**config.mk**
```make
export PLATFORM = sky130hd
export DESIGN_NAME = fot_seq
export DESIGN_NICKNAME = d
export VERILOG_FILES = /design/src/fot_pkg.sv /design/src/fot_seq.sv
export VERILOG_INCLUDE_DIRS = /design/src
export SDC_FILE = /design/constraint.sdc
export NUM_CORES = 1
export LEC_CHECK = 0
export BUFFER_PORTS_ARGS = -buffer_cell sky130_fd_sc_hd__buf_2
export CORE_UTILIZATION = 51
export CTS_CLUSTER_DIAMETER = 120
export DETAILED_ROUTE_END_ITERATION = 16
export GPL_ROUTABILITY_DRIVEN = 0
export HOLD_SLACK_MARGIN = 0.03
export PLACE_DENSITY = 0.69
export SETUP_SLACK_MARGIN = 0.4
export SYNTH_ARGS = -nofsm -noshare
export SYNTH_HDL_FRONTEND = slang
export SYNTH_SLANG_ARGS = --single-unit
```
**constraint.sdc**
```tcl
create_clock -name pclk -period 5.6 [get_ports pclk]
set_input_delay 0.28 -clock pclk [delete_from_list [all_inputs] [get_ports pclk]]
set_output_delay 0.28 -clock pclk [all_outputs]
set_load 0.005 [all_outputs]
```
**src/fot_defs.svh**
```systemverilog
// Constants of the fail-safe output test sequencer.
`ifndef FOT_DEFS_SVH
`define FOT_DEFS_SVH
// ----------------------------------------------------------------
// Register byte offsets
// ----------------------------------------------------------------
`define FOT_A_CTRL    8'h00
`define FOT_A_CHCFG   8'h04
`define FOT_A_PROC    8'h08
`define FOT_A_ACK     8'h0c
`define FOT_A_STAT    8'h10
`define FOT_A_DIAG    8'h14
`define FOT_A_LAYOUT  8'h18
// ----------------------------------------------------------------
// Field positions and reset values
// ----------------------------------------------------------------
`define FOT_B_MODPSV  0
`define FOT_B_REINT   1
`define FOT_B_PERLNG  3
`define FOT_B_DSUPP   4
`define FOT_B_NEWFAM  5
`define FOT_B_MANUAL  8
`define FOT_CTRL_RST  32'h0000_0008
`define FOT_CHCFG_RST 32'h0000_ff00
`define FOT_BYTES_OLD 32'h0000_0005
`define FOT_BYTES_NEW 32'h0000_0006
// ----------------------------------------------------------------
// Times in their own units
// ----------------------------------------------------------------
`define FOT_CLK_MHZ     100
`define FOT_MS_US       1000
`define FOT_PER_SHORT_S 100
`define FOT_PER_LONG_S  1000
`define FOT_PER_FAULT_S 60
`define FOT_SUPP_H      48
`define FOT_GAP_MS      500
`define FOT_RB_LF_US    800
`define FOT_RB_DF_US    1000
`define FOT_RB_LS_US    3000
`define FOT_RB_DS_US    5000
`endif

```
**src/fot_pkg.sv**
```systemverilog
// Types shared by the fail-safe output test sequencer.
`default_nettype none
package fot_pkg;
   // Reintegration choice for the whole module.
   typedef enum logic [1:0] {
      FOT_RI_ADJ  = 2'b00,
      FOT_RI_AUTO = 2'b01,
      FOT_RI_MAN  = 2'b10
   } fot_reint_t;
   // Test sequencer states, Gray coded along the loop.
   typedef enum logic [1:0] {
      FOT_ST_IDLE  = 2'b00,
      FOT_ST_GAP   = 2'b01,
      FOT_ST_PULSE = 2'b11,
      FOT_ST_EVAL  = 2'b10
   } fot_state_t;
   // Module configuration as software writes it.
   typedef struct packed {
      logic       new_family;
      logic       dark_supp;
      logic       period_long;
      fot_reint_t reint;
      logic       mod_passivate;
   } fot_cfg_t;
endpackage
`default_nettype wire

```
**src/fot_seq.sv**
```systemverilog
// Test sequencer and fault reaction of an eight-channel fail-safe output.
`timescale 1ns/1ps
`default_nettype none
`include "fot_defs.svh"
module fot_seq #(
   parameter int NCH      = 8,
   parameter int MS_CYC   = `FOT_MS_US * `FOT_CLK_MHZ,
   parameter int RB_LF    = `FOT_RB_LF_US * MS_CYC / `FOT_MS_US,
   parameter int RB_DF    = `FOT_RB_DF_US * MS_CYC / `FOT_MS_US,
   parameter int RB_LS    = `FOT_RB_LS_US * MS_CYC / `FOT_MS_US,
   parameter int RB_DS    = `FOT_RB_DS_US * MS_CYC / `FOT_MS_US,
   parameter int PER_S_MS = `FOT_PER_SHORT_S * 1000,
   parameter int PER_L_MS = `FOT_PER_LONG_S * 1000,
   parameter int PER_F_MS = `FOT_PER_FAULT_S * 1000,
   parameter int SUPP_MS  = `FOT_SUPP_H * 3600 * 1000,
   parameter int GAP_MS   = `FOT_GAP_MS
) (
   // Clock and reset.
   input  wire logic              pclk,
   input  wire logic              presetn,
   // APB slave.
   input  wire logic              psel,
   input  wire logic              penable,
   input  wire logic              pwrite,
   input  wire logic [7:0]        paddr,
   input  wire logic [31:0]       pwdata,
   output var  logic [31:0]       prdata,
   output var  logic              pready,
   output var  logic              pslverr,
   // Output switches and their readback pins.
   output var  logic [NCH-1:0]    out_drive,
   input  wire logic [NCH-1:0]    readback,
   // Diagnostic alarm level.
   output var  logic              diag_alarm
);
   import fot_pkg::*;

   // ----------------------------------------------------------------
   // Helpers
   // ----------------------------------------------------------------
   // One-hot mask of a channel index.
   function automatic logic [NCH-1:0] onehot(input logic [2:0] c);
      logic [NCH-1:0] m;
      m    = '0;
      m[c] = 1'b1;
      return m;
   endfunction

   // Readback limit in cycles for a slow flag and a test kind.
   function automatic logic [31:0] rb_lim(input logic slow, input logic dark);
      logic [31:0] v;
      v = 32'(RB_LF);
      if (slow && dark) begin
         v = 32'(RB_DS);
      end else if (slow) begin
         v = 32'(RB_LS);
      end else if (dark) begin
         v = 32'(RB_DF);
      end
      return v;
   endfunction

   // ----------------------------------------------------------------
   // State
   // ----------------------------------------------------------------
   fot_cfg_t       cfg_q;
   logic [NCH-1:0] slow_q, man_q, proc_q, app_q, psv_q, rdy_q;
   logic [NCH-1:0] short_q, shut_q, rb_s1, rb_s2, sd_mask_q;
   logic [NCH-1:0] out_q;
   logic           xc_q, alarm_q, fault_q, cyc_fault_q, retry_q;
   logic           start_q, fail_q, pol_q, pready_q, pslverr_q;
   logic [31:0]    prdata_q, ms_cnt_q, per_cnt_q, supp_cnt_q;
   logic [31:0]    gap_cnt_q, tmr_q, sd_tmr_q;
   logic [2:0]     ch_q;
   fot_state_t     st_q;

   // ----------------------------------------------------------------
   // APB decode
   // ----------------------------------------------------------------
   // Every access takes one wait state so that pready comes from a flop.
   wire            acc     = psel && penable && !pready_q;
   // Writes commit at the completing edge, while pready stands high.
   wire            wr      = psel && penable && pready_q && pwrite;
   wire            a_ctrl  = paddr == `FOT_A_CTRL;
   wire            a_chcfg = paddr == `FOT_A_CHCFG;
   wire            a_proc  = paddr == `FOT_A_PROC;
   wire            a_ack   = paddr == `FOT_A_ACK;
   wire            a_stat  = paddr == `FOT_A_STAT;
   wire            a_diag  = paddr == `FOT_A_DIAG;
   wire            a_lay   = paddr == `FOT_A_LAYOUT;
   wire            mapped  = a_ctrl | a_chcfg | a_proc | a_ack | a_stat
                             | a_diag | a_lay;
   wire [NCH-1:0]  ack_w   = (wr && a_ack) ? pwdata[NCH-1:0] : '0;
   wire [NCH-1:0]  dclr_s  = (wr && a_diag) ? pwdata[NCH-1:0] : '0;
   wire [NCH-1:0]  dclr_f  = (wr && a_diag) ? pwdata[15:8] : '0;
   wire            xclr    = wr && a_diag && pwdata[16];
   wire [31:0]     lay_v   = cfg_q.new_family ? `FOT_BYTES_NEW
                                              : `FOT_BYTES_OLD;
   wire [31:0]     rd_v    =
      a_ctrl  ? {26'h0, cfg_q} :
      a_chcfg ? {16'h0, man_q, slow_q} :
      a_proc  ? {24'h0, proc_q} :
      a_stat  ? {12'h0, st_q, retry_q, alarm_q, rdy_q, ~psv_q} :
      a_diag  ? {15'h0, xc_q, shut_q, short_q} :
      a_lay   ? lay_v : 32'h0;

   // Bus answer registers.
   always_ff @(posedge pclk or negedge presetn) begin
      if (!presetn) begin
         pready_q  <= 1'b0;
         pslverr_q <= 1'b0;
         prdata_q  <= 32'h0;
      end else begin
         pready_q  <= acc;
         pslverr_q <= acc && !mapped;
         prdata_q  <= (acc && !pwrite) ? rd_v : 32'h0;
      end
   end

   // Configuration and process image writes.
   always_ff @(posedge pclk or negedge presetn) begin
      if (!presetn) begin
         cfg_q  <= fot_cfg_t'(6'(`FOT_CTRL_RST));
         slow_q <= NCH'(`FOT_CHCFG_RST);
         man_q  <= NCH'(`FOT_CHCFG_RST >> `FOT_B_MANUAL);
         proc_q <= '0;
      end else if (wr) begin
         if (a_ctrl) begin
            cfg_q <= fot_cfg_t'(pwdata[5:0]);
         end
         if (a_chcfg) begin
            slow_q <= pwdata[NCH-1:0];
            man_q  <= pwdata[15:8];
         end
         if (a_proc) begin
            proc_q <= pwdata[NCH-1:0];
         end
      end
   end

   // ----------------------------------------------------------------
   // Readback synchroniser
   // ----------------------------------------------------------------
   always_ff @(posedge pclk or negedge presetn) begin
      if (!presetn) begin
         rb_s1 <= '0;
         rb_s2 <= '0;
      end else begin
         rb_s1 <= readback;
         rb_s2 <= rb_s1;
      end
   end

   // ----------------------------------------------------------------
   // Period, suppression and reintegration terms
   // ----------------------------------------------------------------
   // Channel 0 slow flag stands for all under dark suppression.
   wire            slow_c  = cfg_q.dark_supp ? slow_q[0] : slow_q[ch_q];
   wire            ms_tick = ms_cnt_q == 32'(MS_CYC - 1);
   wire [31:0]     per_lim = fault_q ? 32'(PER_F_MS) :
                             cfg_q.period_long ? 32'(PER_L_MS)
                                               : 32'(PER_S_MS);
   wire            per_exp = ms_tick && per_cnt_q >= per_lim - 32'h1;
   wire            supp_exp = supp_cnt_q >= 32'(SUPP_MS);
   wire            dark_en = !cfg_q.dark_supp || supp_exp;
   wire [NCH-1:0]  base    = app_q & ~psv_q;
   wire            cur     = base[ch_q];
   // A dark test is skipped while suppressed; light tests always run.
   wire            do_test = !cur || dark_en;
   wire            sd_busy = sd_tmr_q != 32'h0;
   wire            gap_end = gap_cnt_q >= 32'(GAP_MS) && !sd_busy;
   wire [31:0]     lim     = rb_lim(slow_c, pol_q);
   wire            rb_ok   = rb_s2[ch_q] == !pol_q;
   wire            cyc_end = st_q == FOT_ST_EVAL && ch_q == 3'(NCH - 1)
                             && !(fail_q && !pol_q && !retry_q);
   // Shutdown requests of channels that are on now.
   wire [NCH-1:0]  falls   = base & ~proc_q;
   wire            new_app = st_q != FOT_ST_PULSE;
   wire            xc_det  = sd_tmr_q == 32'h1 && |(rb_s2 & sd_mask_q);
   // Effective manual flag per channel.
   wire [NCH-1:0]  man_v   =
      cfg_q.reint == FOT_RI_MAN  ? {NCH{1'b1}} :
      cfg_q.reint == FOT_RI_AUTO ? {NCH{1'b0}} :
      cfg_q.mod_passivate ? {NCH{man_q[0]}} : man_q;
   wire [NCH-1:0]  psv_clr = rdy_q & (~man_v | ack_w);
   // Fault sources of the evaluation step and of the cross circuit check.
   wire            ev_fail = st_q == FOT_ST_EVAL && fail_q;
   wire            dk_fail = ev_fail && pol_q;
   wire            lt_fail = ev_fail && !pol_q;
   wire [NCH-1:0]  psv_ch  = lt_fail ? onehot(ch_q) : '0;
   wire            psv_all = dk_fail || xc_det ||
                             (cfg_q.mod_passivate && lt_fail);
   wire [NCH-1:0]  psv_set = psv_all ? {NCH{1'b1}} : psv_ch;
   wire            any_f   = ev_fail || xc_det;

   // Millisecond prescaler, period and suppression counters.
   always_ff @(posedge pclk or negedge presetn) begin
      if (!presetn) begin
         ms_cnt_q   <= 32'h0;
         per_cnt_q  <= 32'h0;
         supp_cnt_q <= 32'h0;
         start_q    <= 1'b1;
      end else begin
         ms_cnt_q <= ms_tick ? 32'h0 : ms_cnt_q + 32'h1;
         if (per_exp) begin
            per_cnt_q <= 32'h0;
         end else if (ms_tick) begin
            per_cnt_q <= per_cnt_q + 32'h1;
         end
         // All outputs at 0 together restart the suppression window.
         if (app_q == '0) begin
            supp_cnt_q <= 32'h0;
         end else if (ms_tick && !supp_exp) begin
            supp_cnt_q <= supp_cnt_q + 32'h1;
         end
         if (per_exp) begin
            start_q <= 1'b1;
         end else if (st_q == FOT_ST_IDLE) begin
            start_q <= 1'b0;
         end
      end
   end

   // ----------------------------------------------------------------
   // Test sequencer
   // ----------------------------------------------------------------
   // Pulses go out only inside a cycle, one gap apart.
   always_ff @(posedge pclk or negedge presetn) begin
      if (!presetn) begin
         st_q      <= FOT_ST_IDLE;
         ch_q      <= 3'h0;
         gap_cnt_q <= 32'h0;
         tmr_q     <= 32'h0;
         fail_q    <= 1'b0;
         pol_q     <= 1'b0;
      end else begin
         case (st_q)
            FOT_ST_IDLE: begin
               if (start_q) begin
                  ch_q      <= 3'h0;
                  gap_cnt_q <= 32'h0;
                  st_q      <= FOT_ST_GAP;
               end
            end
            FOT_ST_GAP: begin
               if (ms_tick && gap_cnt_q < 32'(GAP_MS)) begin
                  gap_cnt_q <= gap_cnt_q + 32'h1;
               end
               if (gap_end && do_test) begin
                  pol_q <= cur;
                  tmr_q <= 32'h0;
                  st_q  <= FOT_ST_PULSE;
               end else if (gap_end) begin
                  fail_q <= 1'b0;
                  pol_q  <= 1'b1;
                  st_q   <= FOT_ST_EVAL;
               end
            end
            FOT_ST_PULSE: begin
               tmr_q <= tmr_q + 32'h1;
               if (rb_ok) begin
                  fail_q <= 1'b0;
                  st_q   <= FOT_ST_EVAL;
               end else if (tmr_q >= lim - 32'h1) begin
                  fail_q <= 1'b1;
                  st_q   <= FOT_ST_EVAL;
               end
            end
            FOT_ST_EVAL: begin
               gap_cnt_q <= 32'h0;
               if (fail_q && !pol_q && !retry_q) begin
                  st_q <= FOT_ST_GAP;
               end else if (ch_q == 3'(NCH - 1)) begin
                  st_q <= FOT_ST_IDLE;
               end else begin
                  ch_q <= ch_q + 3'h1;
                  st_q <= FOT_ST_GAP;
               end
            end
            default: begin
               st_q <= FOT_ST_IDLE;
            end
         endcase
      end
   end

   // ----------------------------------------------------------------
   // Fault reaction and reintegration
   // ----------------------------------------------------------------
   // Hardware sets win over software clears in every flag here.
   always_ff @(posedge pclk or negedge presetn) begin
      if (!presetn) begin
         psv_q       <= '0;
         rdy_q       <= '0;
         short_q     <= '0;
         shut_q      <= '0;
         xc_q        <= 1'b0;
         alarm_q     <= 1'b0;
         fault_q     <= 1'b0;
         cyc_fault_q <= 1'b0;
         retry_q     <= 1'b0;
      end else begin
         psv_q <= (psv_q & ~psv_clr) | psv_set;
         if (dk_fail) begin
            short_q <= (short_q & ~dclr_s) | onehot(ch_q);
            shut_q  <= (shut_q & ~dclr_f) | ~onehot(ch_q);
         end else begin
            short_q <= short_q & ~dclr_s;
            shut_q  <= shut_q & ~dclr_f;
         end
         xc_q <= xc_det || (xc_q && !xclr);
         if (lt_fail && !retry_q) begin
            retry_q <= 1'b1;
         end else if (st_q == FOT_ST_EVAL) begin
            retry_q <= 1'b0;
         end
         if (lt_fail && retry_q) begin
            alarm_q <= 1'b1;
         end else if (cyc_end && !cyc_fault_q) begin
            alarm_q <= 1'b0;
         end
         if (any_f) begin
            fault_q     <= 1'b1;
            cyc_fault_q <= 1'b1;
         end else if (cyc_end) begin
            cyc_fault_q <= 1'b0;
            if (!cyc_fault_q) begin
               fault_q <= 1'b0;
            end
         end
         // A clean cycle marks ready what was passivated before it.
         if (any_f) begin
            rdy_q <= rdy_q & ~psv_set & ~psv_clr;
         end else if (cyc_end && !cyc_fault_q) begin
            rdy_q <= psv_q & ~psv_clr;
         end else begin
            rdy_q <= rdy_q & ~psv_clr;
         end
      end
   end

   // ----------------------------------------------------------------
   // Output image and drive
   // ----------------------------------------------------------------
   // Channels cannot be disabled; each is driven from the process image unless passivated or under test.
   always_ff @(posedge pclk or negedge presetn) begin
      if (!presetn) begin
         app_q     <= '0;
         sd_tmr_q  <= 32'h0;
         sd_mask_q <= '0;
         out_q     <= '0;
      end else begin
         if (new_app) begin
            app_q <= proc_q;
         end
         if (new_app && |falls) begin
            sd_tmr_q  <= rb_lim(slow_c, 1'b1);
            sd_mask_q <= falls;
         end else if (sd_busy) begin
            sd_tmr_q <= sd_tmr_q - 32'h1;
         end
         if (st_q == FOT_ST_PULSE) begin
            out_q <= base ^ onehot(ch_q);
         end else begin
            out_q <= base & ~psv_set;
         end
      end
   end

   assign out_drive  = out_q;
   assign diag_alarm = alarm_q;
   assign prdata     = prdata_q;
   assign pready     = pready_q;
   assign pslverr    = pslverr_q;
endmodule // fot_seq
`default_nettype wire

```
# After elaboration in Yosys (flattened, before gate mapping)
# Cells that the tools add are included.
# Widths: inputs -> output; s select.
[word_totals] register_bits=329 input_bits=53 output_inout_bits=43
[op_classes] addsub=9 n_lt_le_gt_ge=7 eq_ne=26 muxes=78 bitwise=30 n_reduce_logical=75
[op_table] cell="$mux 32" n=10
[op_table] cell="$add 32x1->32 const B" n=5
[op_table] cell="$mux 20" n=7
[op_table] cell="$mux 8" n=13
[op_table] cell="$pmux 32 s3" n=1
[op_table] cell="$and 8x8->8" n=11
[op_table] cell="$ge 32x32->1" n=2
[op_table] cell="$not 8->8" n=8
[op_table] cell="$pmux 32 s2" n=1
[op_table] cell="$sub 32x1->32 const B" n=2
[op_table] cell="$mux 19" n=3
[op_table] cell="$eq 32x1->1 const B" n=1
[op_table] cell="$eq 32x17->1 const B" n=1
[op_table] cell="$ge 32x28->1 const B" n=1
[op_table] cell="$ge 32x9->1 const B" n=1
[op_table] cell="$lt 32x9->1 const B" n=1
[op_table] cell="$or 8x8->8" n=4
[op_table] cell="$reduce_bool 32->1" n=1
[op_table] cell="$logic_and 1x1->1" n=30
[op_table] cell="$eq 8x5->1 const B" n=3
[op_table] cell="$mux 1" n=24
[op_table] cell="$sub 20x1->21 const B" n=1
[op_table] cell="$reduce_bool 2->1" n=10
[op_table] cell="$mux 17" n=1
[op_table] cell="other kinds (31)" n=83

# Longest topological paths before layout
[logic_depth] word_depth=11 mapped_depth=18

# Worst setup path before layout
# OpenSTA, ideal clock, no wires.
[synth_timing] path_type="reg-to-reg" startpoint="reg ch_q[2]" endpoint="reg fail_q" t_arrival_ns=3.355 t_required_ns=5.478 slack_ns=2.123 path_stages_with_launch=17 path_cell_list="dfrtp_1 clkbuf_1 nor3b_1 a22oi_1 and3_1 o21ai_0 inv_1 ha_1 inv_1 ha_1 a21oi_1 o21ai_0 a21oi_1 a21oi_1 o21ai_0 nand2_1 o2bb2ai_1"
[synth_between] elab_chain_cells=9
[synth_lines] element="start: declaration" line_no="fot_seq.sv:74" rtl="logic [2:0] ch_q;"
[synth_lines] element="start signal: assignment" line_no="fot_seq.sv:276" rtl="ch_q <= ch_q + 3'h1;"
[synth_lines] element="$bmux 1 s3" line_no="fot_seq.sv:158" rtl="wire slow_c = cfg_q.dark_supp ? slow_q[0] : slow_q[ch_q];"
[synth_lines] element="$mux 1 (not written as such)" line_no="fot_seq.sv:158"
[synth_lines] element="$mux 1" line_no="fot_seq.sv:158"
[synth_lines] element="$mux 19 / $logic_and 1x1->1 (equally long branches)" line_no="fot_seq.sv:55, fot_seq.sv:53"
[synth_lines] element="$mux 19" line_no="fot_seq.sv:53" rtl="if (slow && dark) begin"
[synth_lines] element="$sub 32x1->32" line_no="fot_seq.sv:264" rtl="end else if (tmr_q >= lim - 32'h1) begin"
[synth_lines] element="$ge 32x32->1" line_no="fot_seq.sv:264"
[synth_lines] element="$ne 3x3->1 (no line)"
[synth_lines] element="$reduce_and 4->1 (no line)"
[synth_lines] element="end signal: assignment" line_no="fot_seq.sv:254" rtl="fail_q <= 1'b0;"
[synth_lines] element="end signal: assignment" line_no="fot_seq.sv:262" rtl="fail_q <= 1'b0;"
[synth_lines] element="end signal: assignment" line_no="fot_seq.sv:265" rtl="fail_q <= 1'b1;"
[synth_lines] element="end: declaration" line_no="fot_seq.sv:71" rtl="logic start_q, fail_q, pol_q, pready_q, pslverr_q;"
# Several ways; a longest one is shown, not always the timed one. The select of a mux whose other input is x is not followed.
# A chain may end at the register's enable or synchronous reset.

# Final worst setup path
# Ends and elaborated chain as after synthesis.

==> results by group <==
Synth
  – Post-synth EDFFs: 0
  – Cell variety after synth: 71
  – Largest cells by area after synthesis: dfrtp_1, nand2_1, nor2_1, xnor2_1, ha_1
  – Post-Syn Area: roughly 0.016 sq mm
  – Ys async rst share: 100%
  – Top FF cell, synth: dfrtp_1
  – Yosys reg bits: roughly 330
  – Yosys top cell by area: dfrtp_1
  – Avg Cell Area, Syn: between 9 and 10 sq um
  – Mapped Cells: about 1,700
  – YS warnings: 0
  – Synth top area share: around half
  – Post-synthesis sequential area ratio: 50.1%

Route
  – Post-DR wirelength/cell: 17.8 um
  – Post-route ant nets: 0
  – Vias per cell: around 5.9
  – DRC: 0
  – DRT Wirelength: 39,100 um
  – Routed vias: between 10,000 and 15,000
  – Initial DRT Pass Iterations: 5
  – DR iter-0 viols: ~1,100

Final layout
  – Storage cell area: ~0.0082 sq mm
  – Layout cells sized above 1: between 10% and 20%
  – Filler cell count: approximately 2,700
  – Area of the multi-input gates: about 0.008 sq mm
  – Final net count: between 1,500 and 2,000
  – Antenna Cells: 0
  – Area grow syn2layout: 12.9%
  – Final core utilization: 58.8%

Run
  – Max_cap viols: 0

Critical path
  – Crit Path Max Fanout: 17
  – Type of the worst setup path: reg2reg
  – Critical Path RT: around 6.0 ns
  – WP data arrival: between 4 and 5 ns
  – Crit end category: flop
  – Critical path launch point type: flop

Timing
  – Fmax: roughly 0.26 GHz
  – Final setup fails: 0
  – Final Hold Vio Count: 0
  – Unrepaired setup endpoints after global routing: false
  – Slew Viols, Final: 0
  – Worst Tran Pin Value: 1.20 ns
  – Worst hold margin: 0.102 ns
  – Clk_skew: around 0.02 ns
  – Relative slew slack: about a fifth
  – Worst setup margin: between 1.5 and 2 ns
  – Final setup TNS: 0 ns
  – Tmin final: ~3.8 ns
  – Fin crit share: between 60% and 70%

Power
  – VDD IR max: between 0.00015 and 0.0002 V
  – Switching Fraction: roughly 25%
  – Power Total: 5.54 mW
  – Power per cell area: roughly 300 mW/mm^2
  – P_sw: about 1.4 mW
  – Gate power share: between 8 and 9%
  – Clock share of power: a little over two fifths
  – Reg power frac: 47.9%
  – P_int: about 4.2 mW
  – P_leak: 8.45 nW

Global route
  – Largest net degree at the start of global routing: about 110
  – First-pass GRT wire length: 65,800 um
  – Gr ovfl total: 0
  – Gr usage total: 24.5%
  – Vias in the first global route: between 10,000 and 15,000
  – Initial antenna violation count: 0

Clock tree
  – Clock Latency Late Sink: ~0.53 ns
  – Cts bufs inserted: 36
  – Clk buf depth: 3
  – Hold Buf Count CTS: 20
  – CTS resizes: 0
  – Clk sink count: 329
  – CTS tree: yes
  – Register clock-pin slew on the reported worst setup and hold paths: 0.06 ns
  – Root Buffer: clkbuf_16
  – H-tree levels: 2
  – Post-CTS Setup Bufs: 0

Floorplan
  – Die height: about 180 um
  – I/O pin count: 96
  – Core footprint: 0.0316 sq mm
  – Die span in x: 182 um
  – Initial Util: 52.1%
  – Die area: between 0.03 and 0.04 sq mm
  – Row cnt: 65

Place
  – Count of input and output buffers: approximately 70
  – Worst slack at placement: ~1.8 ns
  – Post-DP HPWL: between 20,000 and 30,000 um

Outcome
  – Outcome: finished clean

Worst hold path
  – Hold Crit Class: in2reg
cells in the mapped netlist (35+ instances only):
master / count
dfrtp_1: 319
nand2_1: 192
nor2_1: 169
o21ai_0: 80
nand3_1: 74
xnor2_1: 68
a21oi_1: 66
xor2_1: 54
clkbuf_1: 53
inv_1: 49
ha_1: 44
nor3_1: 44
and3_1: 37
nand4_1: 35
final cells by class:
type                            count  share of cell area (%)
Clock buffer                       58                    5.89
Timing Repair Buffer              105                    3.65
Clock inverter                      7                   0.652
Sequential cell                   329                    44.3
Inverter                           49                   0.989
Tap cell                          402                    2.70
Multi-Input combinational cell   1250                    41.8
routing by layer:
| metal | routed length, um | share of wire (%) | track usage, % |
|---|---|---|---|
| met3 | 2240 | 5.7 | 3.83 |
| met5 | 0 | 0 | 0 |
| met1 | 18100 | 46 | 35.3 |
| met2 | 17700 | 45 | 37.8 |
| met4 | 1060 | 2.7 | 8.00 |
per-stage QoR:
stage,std cells,cell area [sq um]
2_1_floorplan,1703,16500
3_3_place_gp,2115,17200
3_5_place_dp,2115,17200
4_1_cts,2200,18600
5_1_grt,2200,18600
6_report,2200,18600
path summary, 6_finish.rpt:
kind | from | endpoint | slack (ns) | cells past startpoint
max reg2reg | ch_q[2]$_DFFE_PN0P_ | fail_q$_DFFE_PN0P_ | 1.76 | 16
max in group asynchronous | presetn | pslverr$_DFF_PN0_ | 3.67 | 3
min in group asynchronous | presetn | gap_cnt_q[23]$_DFFE_PN0P_ | 0.41 | 2
min reg2reg | rb_s1[7]$_DFF_PN0_ | rb_s2[7]$_DFF_PN0_ | 0.35 | 0
max | ch_q[2]$_DFFE_PN0P_ | fail_q$_DFFE_PN0P_ | 1.76 | 16
min | pwdata[0] | slow_q[0]$_DFFE_PN0P_ | 0.10 | 2
power groups by stage:
stage	combinational, mW	clock, mW	sequential, mW
after floorplan	0.316	0	2.65
after global placement	0.425	0	2.68
after detailed placement	0.439	0	2.69
after CTS	0.458	2.48	2.65
after global routing	0.518	2.58	2.68
final	0.455	2.43	2.66
registers in the layout (all words and copies together) (netlist names), 20 cells and up:
| register | cells |
|---|---|
| gap_cnt_q | 32 |
| ms_cnt_q | 32 |
| per_cnt_q | 32 |
| prdata | 20 |
| sd_tmr_q | 32 |
| supp_cnt_q | 32 |
| tmr_q | 32 |
layout by cell type (no fill, tap or decap), types with 11 or more instances in the layout:
| cell | instances |
|---|---|
| inv_1 | 49 |
| o31ai_1 | 11 |
| o211ai_1 | 19 |
| and4_1 | 11 |
| buf_2 | 67 |
| xor2_1 | 54 |
| nand2_1 | 192 |
| nand3_1 | 74 |
| nor3b_1 | 14 |
| clkbuf_16 | 38 |
| ha_1 | 44 |
| and3_1 | 37 |
| or3_1 | 11 |
| nor2_1 | 168 |
| nor3_1 | 43 |
| a22oi_1 | 17 |
| mux2_2 | 25 |
| clkbuf_1 | 13 |
| nor2b_1 | 24 |
| dfrtp_1 | 319 |
| and2_1 | 34 |
| xnor2_1 | 68 |
| or2_2 | 11 |
| mux2i_1 | 13 |
| nand4_1 | 35 |
| nand2b_1 | 19 |
| buf_4 | 17 |
| nor4b_1 | 11 |
| a21oi_1 | 66 |
| conb_1 | 14 |
| dlygate4sd3_1 | 20 |
| o21ai_0 | 80 |
| nor4_1 | 31 |
logic make-up (layout without fill, tap and decap cells):
family | after synthesis | after routing | synth area share, %
simple gates | 745 | 745 | 23.0
flops | 329 | 329 | 50.1
compound gates | 284 | 284 | 11.1
buf+inv | 124 | 219 | 3.17
xor+xnor | 122 | 122 | 6.49
fa+ha+maj | 46 | 46 | 3.46
mux | 39 | 39 | 2.64
other cells | 2 | 14 | 0.0456
worst max-delay path: stages, from the launching register on:
cell,delay (ns)
dfrtp_1,0.69
nor3b_1,0.53
a22oi_1,0.18
and3_1,0.19
o21ai_0,0.23
buf_4,0.22
inv_1,0.09
ha_1,0.31
inv_1,0.07
ha_1,0.29
a21oi_1,0.14
o21ai_0,0.09
a21oi_1,0.13
a21oi_1,0.08
o21ai_0,0.21
nand2_1,0.12
o2bb2ai_1,0.15
(Power assumes the default switching activity.)
